### src/rtl/pei_pkg.sv
package pei_pkg;

    // register indices; byte address is four times the index
    localparam logic [5:0] IDX_GLOBAL_CTRL  = 6'h11;
    localparam logic [5:0] IDX_LINK_EVENT   = 6'h12;
    localparam logic [5:0] IDX_LINE_EVENT   = 6'h13;
    localparam logic [5:0] IDX_FALSE_CARR   = 6'h14;
    localparam logic [5:0] IDX_RX_ERROR     = 6'h15;

    // global interrupt control fields
    localparam int GC_INT_OE_BIT = 0;
    localparam int GC_INT_EN_BIT = 1;

    // line event register layout
    localparam int LINE_STAT_LSB = 8;
    localparam int LINE_STAT_MSB = 14;
    localparam int LINE_EN_LSB   = 0;
    localparam int LINE_EN_MSB   = 6;
    localparam int LINE_EVENTS   = 7;

    // link event register layout (half-full events only)
    localparam int LINK_STAT_LSB = 8;
    localparam int LINK_STAT_MSB = 9;
    localparam int LINK_EN_LSB   = 0;
    localparam int LINK_EN_MSB   = 1;
    localparam int LINK_EVENTS   = 2;

    // counter widths
    localparam int FALSE_CARR_W = 8;
    localparam int RX_ERROR_W   = 16;

    // reset values
    localparam logic [1:0]  GLOBAL_CTRL_RST = 2'h0;
    localparam logic [6:0]  LINE_EN_RST     = 7'h00;
    localparam logic [6:0]  LINE_STAT_RST   = 7'h00;
    localparam logic [1:0]  LINK_EN_RST     = 2'h0;
    localparam logic [1:0]  LINK_STAT_RST   = 2'h0;
    localparam logic [31:0] RDATA_RST       = 32'h0000_0000;

endpackage

### src/rtl/pei_sat_counter.sv
`timescale 1ns/1ps
module pei_sat_counter #(
    parameter int W = 8
) (
    input  wire logic         clk,
    input  wire logic         rst_b,
    input  wire logic         incEn,
    input  wire logic         clrEn,
    input  wire logic [W-1:0] clrVal,
    output logic      [W-1:0] count,
    output logic              halfEvt
);

    localparam logic [W-1:0] MAX_VAL  = {W{1'b1}};
    localparam logic [W-1:0] HALF_VAL = {1'b0, {(W-1){1'b1}}};

    logic [W-1:0] count_reg;
    logic [W-1:0] baseVal;
    logic [W-1:0] count_next;

    // read clears only what was reported, so an increment in between is kept
    always_comb begin
        baseVal = clrEn ? W'(count_reg - clrVal) : count_reg;
        count_next = baseVal;
        if (incEn && baseVal != MAX_VAL) begin
            count_next = W'(baseVal + 1'b1);
        end
    end

    // count register
    always_ff @(posedge clk or negedge rst_b) begin
        if (!rst_b) begin
            count_reg <= '0;
        end else begin
            count_reg <= count_next;
        end
    end

    assign count = count_reg;
    // single pulse on the step past half full
    assign halfEvt = incEn && (baseVal == HALF_VAL);

endmodule

### src/rtl/pei_event_irq.sv
`timescale 1ns/1ps
// Behaviour
// - status bits latch events until read
// - enabled event raises interrupt
// - interrupt needs both global enable bits
// - status latches regardless of enables
// - bits 15 and 7 read zero
// - bits 14..9 read-only, clear on read
// - bit 8 flags pending jabber event
// - enables 6..0 gate status 14..8, reset zero
// - 8-bit false carrier count, upper zero
// - false carrier count saturates at FFh
// - count past 7Fh gives half-full event
// - reading a counter clears it
// - receive errors counted only with carrier, data valid
// - no receive error counting in loopback
// - receive error count saturates at FFFFh
// - count past 7FFFh gives half-full event
// - half-full events latch in link register 9,8
// - pin is interrupt out or power-down in
module pei_event_irq #(
    parameter int ADDR_W = 8
) (
    input  wire logic              clk,
    input  wire logic              rst_b,
    // apb slave
    input  wire logic              psel,
    input  wire logic              penable,
    input  wire logic              pwrite,
    input  wire logic [ADDR_W-1:0] paddr,
    input  wire logic [31:0]       pwdata,
    output logic      [31:0]       prdata,
    output logic                   pready,
    output logic                   pslverr,
    // line events, one-cycle pulses
    input  wire logic              anErrorEvt,
    input  wire logic              pageRecvEvt,
    input  wire logic              loopFifoErrEvt,
    input  wire logic              crossoverEvt,
    input  wire logic              sleepEvt,
    input  wire logic              polarityEvt,
    input  wire logic              jabberEvt,
    // counter sources
    input  wire logic              falseCarrierEvt,
    input  wire logic              rxCarrierValid,
    input  wire logic              rxDataValid,
    input  wire logic              rxSymbolErrEvt,
    input  wire logic              miiLoopback,
    // shared interrupt / power-down pin
    input  wire logic              intPwdnIn,
    output logic                   intPwdnOut,
    output logic                   intPwdnOeB,
    output logic                   powerDownReq
);

    logic [1:0]                       globalCtrl_reg;
    logic [pei_pkg::LINE_EVENTS-1:0]  lineEn_reg;
    logic [pei_pkg::LINE_EVENTS-1:0]  lineStat_reg;
    logic [pei_pkg::LINE_EVENTS-1:0]  lineStat_next;
    logic [pei_pkg::LINK_EVENTS-1:0]  linkEn_reg;
    logic [pei_pkg::LINK_EVENTS-1:0]  linkStat_reg;
    logic [pei_pkg::LINK_EVENTS-1:0]  linkStat_next;
    logic [31:0]                      prdata_reg;
    logic [31:0]                      readVal;
    logic [5:0]                       rdIdx_reg;
    logic                             irq_reg;
    logic                             irq_next;
    logic                             power_down_input_reg;
    logic [pei_pkg::LINE_EVENTS-1:0]  lineEvents;
    logic [pei_pkg::LINK_EVENTS-1:0]  linkEvents;
    logic [pei_pkg::FALSE_CARR_W-1:0] fcCount;
    logic [pei_pkg::RX_ERROR_W-1:0]   reCount;
    logic                             fcHalfEvt;
    logic                             reHalfEvt;
    logic                             reInc;
    logic                             setupRd;
    logic                             accessRd;
    logic                             accessWr;
    logic                             mapped;
    logic [5:0]                       idx;
    logic                             clrLine;
    logic                             clrLink;
    logic                             clrFc;
    logic                             clrRe;
    logic                             setupPhase;
    logic                             accessPhase;
    logic                             wrGlobal;
    logic                             wrLink;
    logic                             wrLine;
    logic                             fcInc;
    logic                             intOutEn;
    logic                             evtIntEn;
    logic                             linePending;
    logic                             linkPending;
    logic [pei_pkg::LINE_EVENTS-1:0]  lineReported;
    logic [pei_pkg::LINK_EVENTS-1:0]  linkReported;
    logic [pei_pkg::FALSE_CARR_W-1:0] fcReported;
    logic [pei_pkg::RX_ERROR_W-1:0]   reReported;

    // word index and mapped decode
    function automatic logic is_mapped(input logic [ADDR_W-1:0] a);
        logic [5:0] i;
        i = a[7:2];
        is_mapped = (a[1:0] == 2'h0) && (i >= pei_pkg::IDX_GLOBAL_CTRL)
                    && (i <= pei_pkg::IDX_RX_ERROR);
        if (ADDR_W > 8) begin
            is_mapped = is_mapped && ((a >> 8) == '0);
        end
    endfunction

    // strobe qualified by a register index, shared by write and clear decode
    function automatic logic hit(input logic strobe, input logic [5:0] at,
                                 input logic [5:0] which);
        hit = strobe && (at == which);
    endfunction

    // any status bit whose enable is also set
    function automatic logic any_pending(input logic [pei_pkg::LINE_EVENTS-1:0] stat,
                                         input logic [pei_pkg::LINE_EVENTS-1:0] en);
        any_pending = |(stat & en);
    endfunction

    assign idx    = paddr[7:2];
    assign mapped = is_mapped(paddr);

    // apb phase decode
    assign setupPhase  = psel && !penable;
    assign accessPhase = psel && penable;
    assign setupRd     = setupPhase && !pwrite && mapped;
    assign accessRd    = accessPhase && !pwrite && mapped;
    assign accessWr    = accessPhase && pwrite && mapped;

    // zero wait state: data was captured in the setup cycle
    assign pready  = 1'b1;
    assign pslverr = accessPhase && !mapped;
    assign prdata  = prdata_reg;

    // event vector, bit 6 = negotiation error down to bit 0 = jabber
    assign lineEvents = {anErrorEvt, pageRecvEvt, loopFifoErrEvt, crossoverEvt,
                         sleepEvt, polarityEvt, jabberEvt};
    assign linkEvents = {fcHalfEvt, reHalfEvt};

    // receive error qualification
    assign reInc = rxSymbolErrEvt && rxCarrierValid && rxDataValid
                   && !miiLoopback;

    // every false carrier event counts
    assign fcInc = falseCarrierEvt;

    // clear strobes on completion of a read of the same register
    assign clrLine = hit(accessRd, rdIdx_reg, pei_pkg::IDX_LINE_EVENT);
    assign clrLink = hit(accessRd, rdIdx_reg, pei_pkg::IDX_LINK_EVENT);
    assign clrFc   = hit(accessRd, rdIdx_reg, pei_pkg::IDX_FALSE_CARR);
    assign clrRe   = hit(accessRd, rdIdx_reg, pei_pkg::IDX_RX_ERROR);

    // what the read in flight reported; a read clears only that much
    assign lineReported = prdata_reg[pei_pkg::LINE_STAT_MSB:pei_pkg::LINE_STAT_LSB];
    assign linkReported = prdata_reg[pei_pkg::LINK_STAT_MSB:pei_pkg::LINK_STAT_LSB];
    assign fcReported   = prdata_reg[pei_pkg::FALSE_CARR_W-1:0];
    assign reReported   = prdata_reg[pei_pkg::RX_ERROR_W-1:0];

    // write strobes; status and counter registers take no writes
    assign wrGlobal = hit(accessWr, idx, pei_pkg::IDX_GLOBAL_CTRL);
    assign wrLink   = hit(accessWr, idx, pei_pkg::IDX_LINK_EVENT);
    assign wrLine   = hit(accessWr, idx, pei_pkg::IDX_LINE_EVENT);

    // false carrier counter
    pei_sat_counter #(
        .W (pei_pkg::FALSE_CARR_W)
    ) u_fc_counter (
        .clk     (clk),
        .rst_b   (rst_b),
        .incEn   (fcInc),
        .clrEn   (clrFc),
        .clrVal  (fcReported),
        .count   (fcCount),
        .halfEvt (fcHalfEvt)
    );

    // receive error counter
    pei_sat_counter #(
        .W (pei_pkg::RX_ERROR_W)
    ) u_re_counter (
        .clk     (clk),
        .rst_b   (rst_b),
        .incEn   (reInc),
        .clrEn   (clrRe),
        .clrVal  (reReported),
        .count   (reCount),
        .halfEvt (reHalfEvt)
    );

    // read mux; unlisted bits read zero
    always_comb begin
        readVal = '0;
        unique case (idx)
            pei_pkg::IDX_GLOBAL_CTRL: begin
                readVal[1:0] = globalCtrl_reg;
            end
            pei_pkg::IDX_LINK_EVENT: begin
                readVal[pei_pkg::LINK_STAT_MSB:pei_pkg::LINK_STAT_LSB] = linkStat_reg;
                readVal[pei_pkg::LINK_EN_MSB:pei_pkg::LINK_EN_LSB]     = linkEn_reg;
            end
            pei_pkg::IDX_LINE_EVENT: begin
                // bits 15 and 7 stay zero
                readVal[pei_pkg::LINE_STAT_MSB:pei_pkg::LINE_STAT_LSB] = lineStat_reg;
                readVal[pei_pkg::LINE_EN_MSB:pei_pkg::LINE_EN_LSB]     = lineEn_reg;
            end
            pei_pkg::IDX_FALSE_CARR: begin
                readVal[pei_pkg::FALSE_CARR_W-1:0] = fcCount;
            end
            pei_pkg::IDX_RX_ERROR: begin
                readVal[pei_pkg::RX_ERROR_W-1:0] = reCount;
            end
            default: begin
                readVal = '0;
            end
        endcase
    end

    // read data captured in the setup cycle
    always_ff @(posedge clk or negedge rst_b) begin
        if (!rst_b) begin
            prdata_reg <= pei_pkg::RDATA_RST;
        end else if (setupRd) begin
            prdata_reg <= readVal;
        end
    end

    // index of the read in flight; dropped after its access cycle
    always_ff @(posedge clk or negedge rst_b) begin
        if (!rst_b) begin
            rdIdx_reg <= 6'h00;
        end else if (setupRd) begin
            rdIdx_reg <= idx;
        end else if (setupPhase) begin
            rdIdx_reg <= 6'h00; // a write or unmapped setup clears nothing
        end else if (accessPhase) begin
            rdIdx_reg <= 6'h00; // a stale index never clears twice
        end
    end

    // line status: set wins, read clears only the bits reported
    always_comb begin
        lineStat_next = lineStat_reg;
        if (clrLine) begin
            lineStat_next = lineStat_reg &
                ~lineReported;
        end
        lineStat_next = lineStat_next | lineEvents;
    end

    // link status half-full bits, same policy
    always_comb begin
        linkStat_next = linkStat_reg;
        if (clrLink) begin
            linkStat_next = linkStat_reg &
                ~linkReported;
        end
        linkStat_next = linkStat_next | linkEvents;
    end

    // line status register
    always_ff @(posedge clk or negedge rst_b) begin
        if (!rst_b) begin
            lineStat_reg <= pei_pkg::LINE_STAT_RST;
        end else begin
            lineStat_reg <= lineStat_next;
        end
    end

    // link status register
    always_ff @(posedge clk or negedge rst_b) begin
        if (!rst_b) begin
            linkStat_reg <= pei_pkg::LINK_STAT_RST;
        end else begin
            linkStat_reg <= linkStat_next;
        end
    end

    // global control: event interrupt enable and pin output enable
    always_ff @(posedge clk or negedge rst_b) begin
        if (!rst_b) begin
            globalCtrl_reg <= pei_pkg::GLOBAL_CTRL_RST;
        end else if (wrGlobal) begin
            globalCtrl_reg <= pwdata[1:0];
        end
    end

    // link event enables
    always_ff @(posedge clk or negedge rst_b) begin
        if (!rst_b) begin
            linkEn_reg <= pei_pkg::LINK_EN_RST;
        end else if (wrLink) begin
            linkEn_reg <= pwdata[pei_pkg::LINK_EN_MSB:pei_pkg::LINK_EN_LSB];
        end
    end

    // line event enables; reserved bit 7 and status bits ignore writes
    always_ff @(posedge clk or negedge rst_b) begin
        if (!rst_b) begin
            lineEn_reg <= pei_pkg::LINE_EN_RST;
        end else if (wrLine) begin
            lineEn_reg <= pwdata[pei_pkg::LINE_EN_MSB:pei_pkg::LINE_EN_LSB];
        end
    end

    // global enable bits by name
    assign intOutEn = globalCtrl_reg[pei_pkg::GC_INT_OE_BIT];
    assign evtIntEn = globalCtrl_reg[pei_pkg::GC_INT_EN_BIT];

    // enabled pending status per register
    assign linePending = any_pending(lineStat_reg, lineEn_reg);
    assign linkPending = any_pending({5'h00, linkStat_reg}, {5'h00, linkEn_reg});

    // interrupt level from enabled pending status, both global bits needed
    always_comb begin
        irq_next = evtIntEn && intOutEn
                   && (linePending || linkPending);
    end

    // interrupt register
    always_ff @(posedge clk or negedge rst_b) begin
        if (!rst_b) begin
            irq_reg <= 1'b0;
        end else begin
            irq_reg <= irq_next;
        end
    end

    // power-down request while the pin is an input
    always_ff @(posedge clk or negedge rst_b) begin
        if (!rst_b) begin
            power_down_input_reg <= 1'b0;
        end else begin
            power_down_input_reg <= !intOutEn && !intPwdnIn;
        end
    end

    // shared pin: driven low for interrupt when output enabled
    assign intPwdnOeB   = !intOutEn;
    assign intPwdnOut   = !irq_reg;
    assign powerDownReq = power_down_input_reg;

endmodule

### config.mk
export PLATFORM = sky130hd
export DESIGN_NAME = pei_event_irq
export DESIGN_NICKNAME = d
export VERILOG_FILES = /design/src/rtl/pei_pkg.sv /design/src/rtl/pei_sat_counter.sv /design/src/rtl/pei_event_irq.sv
export SDC_FILE = /design/constraint.sdc
export NUM_CORES = 1
export LEC_CHECK = 0
export BUFFER_PORTS_ARGS = -buffer_cell sky130_fd_sc_hd__buf_4
export CAP_MARGIN = 15
export CORE_MARGIN = 4
export CORE_UTILIZATION = 55
export DETAILED_ROUTE_END_ITERATION = 16
export HOLD_SLACK_MARGIN = 0.12
export PLACE_DENSITY_LB_ADDON = 0.08
export SETUP_SLACK_MARGIN = 0.15
export SLEW_MARGIN = 40
export SYNTH_ARGS = -nofsm -noshare
export SYNTH_HDL_FRONTEND = slang
export SYNTH_SLANG_ARGS = --single-unit
### constraint.sdc
create_clock -name clk -period 7.5 [get_ports clk]
set_clock_uncertainty 0.15 [all_clocks]
set_input_delay 0.375 -clock clk [delete_from_list [all_inputs] [get_ports clk]]
set_output_delay 0.375 -clock clk [all_outputs]
set_load 0.005 [all_outputs]
[After elaboration in Yosys (flattened, before gate mapping)]
Index checks and enable logic that the tools add are counted.
Storage, ports and cells
  bits in registers: 68
  memories: 0
  memory bits (read-only): 0
  output and inout port bits: 37
  input bits: 58
  latch bits: 0
  word-level logic and storage cells: 93
  RAM bits: 0
Cells by class
  $mul: 0
  add/subtract/negate cells: 4
  bitwise gates (word level): 8
  reductions and logical operators: 40
  shifts and indexed selects: 0
  divide/modulo/power cells: 0
  equality and inequality tests: 13
  order comparisons: 2
  mux-type cells: 15
Operators with widths (number)
  $eq A6 B5 Y1 const B: 9
  $mux W16: 2
  $logic_and A1 B1 Y1: 28
  $mux W6: 3
  $add A16 B1 Y16 const B: 1
  $eq A16 B15 Y1 const B: 1
  $mux W8: 2
  $ne A16 B16 Y1 const B: 1
  $sub A16 B16 Y16: 1
  $pmux W5 S3: 1
  $and A7 B7 Y7: 2
  $reduce_or A7 Y1: 2
  $pmux W2 S5: 1
  $pmux W5 S2: 1
  $add A8 B1 Y8 const B: 1
  $eq A8 B7 Y1 const B: 1
  $ne A8 B8 Y1 const B: 1
  $sub A8 B8 Y8: 1
  $logic_not A1 Y1: 7
  $mux W7: 1
  $not A7 Y7: 1
  $or A7 B7 Y7: 1
  $ge A6 B5 Y1 const B: 1
  $le A6 B5 Y1 const B: 1
  other kinds (10): 11

[Logic depth before layout (Yosys ltp)]
  depth in word-level cells: 9
  gate-level depth with buffers: 15
  depth with buffers taken out: 14

[Modules after synthesis]
From an unflattened synthesis, not the netlist that was laid out.
Unflattened totals
  cells, all modules: 566
  area total of the unflattened synthesis: 5322.6 um^2
Modules (own cells, without submodules)
  pei_event_irq: times used 1, sequential area each 1101.1 um^2, cells each 216, area each 2303.5 um^2
  pei_sat_counter (u_re_counter): times used 1, sequential area each 400.4 um^2, cells each 239, area each 1993.2 um^2
  pei_sat_counter (u_fc_counter): times used 1, sequential area each 200.2 um^2, cells each 111, area each 1026.0 um^2

[Worst setup path before layout]
No wires, ideal clock.
  path type: reg-to-reg
  start: register u_re_counter.count_reg[0], in the netlist u_re_counter.count[0]
  end: register u_re_counter.count_reg[3], in the netlist u_re_counter.count[3]
  period minus slack after synthesis: 3.789 ns
  path slack: 3.711 ns
  buffers on the path: 1
  data arrival time: 3.516 ns
  library setup time: 0.123 ns
  stages on the path, launching flop included: 16
  data required time: 7.227 ns
  cells stage by stage: dfrtp_1 inv_1 ha_1 inv_1 fa_1 a21o_1 a311o_1 a21oi_1 xnor2_1 a31oi_1 or3_1 buf_2 or4_4 and3_4 a221oi_2 nor2_1
Between the ends
  longest elaborated chain between the ends: 5
  elaborated cells on any way between the ends: 6
  those cells by class: add/sub: 2; eq/ne: 1; mux: 2; reduce/logical: 1
RTL lines
  from (decl): line pei_sat_counter.sv:17  | logic [W-1:0] count_reg;
  from (signal assigned): line pei_sat_counter.sv:35  | count_reg <= count_next;
  $sub A16 B16 Y16: line pei_sat_counter.sv:23  | baseVal = clrEn ? W'(count_reg - clrVal) : count_reg;
  $mux W16 (*): line pei_sat_counter.sv:23
  branches (longest 2 deep; another with $add A16 B1 Y16)
  $mux W16 (*): line pei_sat_counter.sv:25  | if (incEn && baseVal != MAX_VAL) begin
  net u_re_counter.count_next[3]: line pei_sat_counter.sv:19  | logic [W-1:0] count_next;
Mark *: on every way through the listed nets, which the timed path passes.
A chain may end at the register's enable or synchronous reset.

[Final worst setup path]
  start: input port psel
  end: register u_re_counter.count_reg[9], in the netlist u_re_counter.count[9]
Between the ends
  longest elaborated chain between the ends: 8
  elaborated cells on any way between the ends: 9
  those cells by class: add/sub: 1; eq/ne: 1; mux: 2; reduce/logical: 5
RTL lines
  from (decl): line pei_event_irq.sv:27  | input wire logic psel,
  $logic_and A1 B1 Y1 (*): line pei_event_irq.sv:128  | assign accessPhase = psel && penable;
  $logic_and A1 B1 Y1 (*) (2 in a row): line pei_event_irq.sv:130  | assign accessRd = accessPhase && !pwrite && mapped;
  $logic_and A1 B1 Y1 (*): line pei_event_irq.sv:114  | hit = strobe && (at == which);
  $mux W16 (*): line pei_sat_counter.sv:23
  branches (longest 2 deep; another with $add A16 B1 Y16)
  $mux W16 (*): line pei_sat_counter.sv:25
  net u_re_counter.count_next[9]: line pei_sat_counter.sv:19
Marked as above.

==> results.py <==
metrics = {
    "sta": {
        "whs_ns": 0.141,
        "slew_violations": 0,
        "finalCriticalPeriod_ns": 4.46,
        "finalSetupViolCount": 0,
        "tns_ns": 0,
        "worstMarginPinSlew_ns": 0.717,
        "fmax_ghz": 0.224,
        "slew_headroom": 0.518,
        "period_share": 0.594,
        "rsz0062_at_grt": "no",
        "finalHoldViolCount": 0,
    },
    "placed_design": {
        "place_congestion": 0.859,
        "dpl.hpwl_um": 9510,
        "placed_cells": 702,
        "portBuffers": 52,
    },
    "yosys": {
        "yosysMostFrequentCell": "dfrtp_1",
        "synth-edff-count": 0,
        "synth-seq-cells": 68,
        "synth_area_per_cell_um2": 8.72,
        "yosys.area.top_type": "dfrtp_1",
        "synth.area.top_cells": "dfrtp_1, ha_1, nand2_1",
        "synthFlopType": "dfrtp_1",
        "synth_top_area_share": 0.348,
        "yosysWarnings": 0,
        "yosysSeqAreaShare": 0.348,
        "synthTopCellsByCount": "dfrtp_1, nand2_1, nor2_1",
        "syn_inst": 560,
        "synth_cell_types": 68,
        "synth_area_um2": 4890,
        "async_flop_share": 1.00,
    },
    "finish": {
        "area_growth_pct": 17.1,
        "final_cells": 734,
        "fill_cells": 733,
        "nets": 706,
        "drive_gt1_frac": 0.166,
        "n_antenna_cell": 0,
        "final_core_util": 0.659,
    },
    "critical_path": {
        "crit_required_ns": 7.57,
        "critPathArrivalTime_ns": 4.52,
        "crit_path_end_kind": "register",
        "crit_type": "in2reg",
        "rr_startpoint": "prdata[0]$_DFFE_PN0P_",
        "ff2ff_setup_slack_ns": 3.21,
        "startpoint_type": "input pin",
        "ff2ff_path_depth": 13,
        "rr_endpoint": "u_re_counter.count[9]$_DFF_PN0_",
        "path_max_fanout": 29,
    },
    "floorplan": {
        "initial_core_util": 0.563,
        "core.rowCount": 34,
        "core_um2": 8680,
        "die-height_um": 102,
        "dieArea_um2": 10500,
        "die_w_um": 102,
        "ios": 95,
    },
    "global_routing": {
        "antenna_found_initial": 0,
        "grt_pass1_vias": 4157,
        "grt_pass1_wl_um": 20800,
        "overflow": 0,
        "track_usage": 0.255,
        "grt_start_max_net_pins": 69,
    },
    "power_and_ir_drop": {
        "internal-power_uw": 836,
        "peakVddDrop_mv": 0.165,
        "swShare": 0.350,
        "power_frac_clock": 0.284,
        "power_leakage_nw": 2.44,
        "p_seq_frac": 0.333,
        "p_per_area_nw_per_um2": 225,
        "p_comb_frac": 0.383,
        "p_sw_uw": 451,
    },
    "detailed_routing": {
        "wl_met1_um": 5680,
        "met2_length_um": 6230,
        "drt_iter0_drc": 335,
        "viasPerCell": 6.06,
        "detail_route.drc_violations": 0,
        "num_vias": 4445,
        "drt_pass1_iterations": 5,
        "top_layer_used": "met4",
        "antenna_left": 0,
        "wl_per_cell_um": 17.5,
        "dr_wl_met3_um": 713,
        "totalWireLength_um": 12800,
    },
    "clocking": {
        "clockBufferDepth": 2,
        "cts_buffers": 9,
        "htreeDepth": 3,
        "path_clk_slew_ns": 0.07,
        "cts_tree": "built",
        "clockRootBuffer": "clkbuf_8",
        "clk_latency_ns": 0.35,
        "cts.sinks": 68,
        "ctsResizeCount": 0,
    },
    "hold_path": {
        "min-delay-start": "pwdata[1]",
        "whs_endpoint": "globalCtrl_reg[1]$_DFFE_PN0P_",
        "min_path_type": "in2reg",
        "hold_depth": 2,
    },
    "job": {
        "max_cap_viol_count": 0,
    },
    "run_status": {
        "outcome": "finished clean",
    },
}
## placed cells by master, fill, tap and decap left out, types with 4 or more instances in the layout
master,netlist,final
nor4_1,6,4
nand2_1,52,52
a21oi_1,35,35
clkbuf_8,0,9
nand3_1,10,9
nor2b_1,5,5
and2_1,4,4
dfrtp_1,68,68
ha_1,24,24
nand4_1,9,9
buf_4,17,53
a32oi_1,5,5
xor2_1,11,11
a21o_1,12,12
nor2_1,39,39
nand2b_1,8,8
or3_1,4,4
o21ai_0,34,34
nor3_1,20,18
xnor2_1,17,17
a31oi_1,14,14
a211oi_1,5,5
dlygate4sd3_1,0,17
and3_1,10,10
mux2i_1,9,9
a22oi_1,9,9
mux2_2,17,17
o21a_1,8,8
inv_1,34,34
conb_1,2,17
nand3b_1,4,4
## timing repair
action                                 in CTS  in global routing
hold buffers                               17                  0
buffers inserted                            0                  0
endpoints found under the hold margin      85                  0
## worst max path at each step
stage                                          startpoint                               to
after floorplan           u_re_counter.count[0]$_DFF_PN0_  u_re_counter.count[3]$_DFF_PN0_
after global placement                           paddr[5]  u_re_counter.count[3]$_DFF_PN0_
after detailed placement                         paddr[5]  u_re_counter.count[9]$_DFF_PN0_
after CTS                                            psel  u_re_counter.count[9]$_DFF_PN0_
after global routing                                 psel  u_re_counter.count[9]$_DFF_PN0_
final                                                psel  u_re_counter.count[9]$_DFF_PN0_
## logic make-up (layout without fill, tap and decap cells)
kind of cell | after synthesis | in the layout | synth area share
AND/OR/NAND/NOR | 184 | 184 | 0.194
buffers and inverters | 70 | 121 | 0.0679
adder cells (fa/ha/maj) | 26 | 26 | 0.0697
other | 2 | 17 | 0.00154
AO/OA/AOI/OAI | 156 | 156 | 0.211
multiplexers | 26 | 26 | 0.0576
XOR/XNOR | 28 | 28 | 0.0502
flip-flops | 68 | 68 | 0.348
## layer usage
metal / track usage / vias to the layer above
met4: 0.0827 / 0
met5: 0 / -
met1: 0.352 / 2134
met2: 0.419 / 150
li1: - / 2137
met3: 0.0300 / 24
## worst max-delay path, cell delays in order
cell	delay (ns)
dlygate4sd3_1	0.53
buf_4	0.16
nand2_1	0.08
nor4b_2	0.42
nand3_2	0.61
nor4_2	0.49
a31oi_1	0.21
or3_1	0.52
nor3_1	0.57
nand2b_1	0.27
a211oi_1	0.11
xnor2_1	0.16
## through the flow
stage | power (mW) | cell area, µm² | setup WS [ns]
after floorplan | 0.805 | 4940 | 3.71
after global placement | 0.897 | 5290 | 3.15
after detailed placement | 0.912 | 5310 | 3.07
after CTS | 1.29 | 5720 | 3.13
after global routing | 1.37 | 5720 | 2.86
final | 1.29 | 5720 | 3.04
## layout make-up
class | instances | area [µm²] | area share
clock buffer | 9 | 124 | 0.0216
clock inverter | 6 | 114 | 0.0199
inverter | 35 | 131 | 0.0230
multi-input combinational | 437 | 2940 | 0.513
sequential | 68 | 1700 | 0.297
tap | 108 | 135 | 0.0236
timing repair buffer | 71 | 579 | 0.101
## power groups by stage
stage / sequential [mW] / combinational [mW] / clock (mW)
4_1_cts: 0.428 / 0.488 / 0.371
5_1_grt: 0.434 / 0.549 / 0.387
2_1_floorplan: 0.424 / 0.381 / 0
3_3_place_gp: 0.434 / 0.463 / 0
3_5_place_dp: 0.435 / 0.476 / 0
6_report: 0.429 / 0.493 / 0.366
Note: power is estimated with default switching activity, not from simulation.
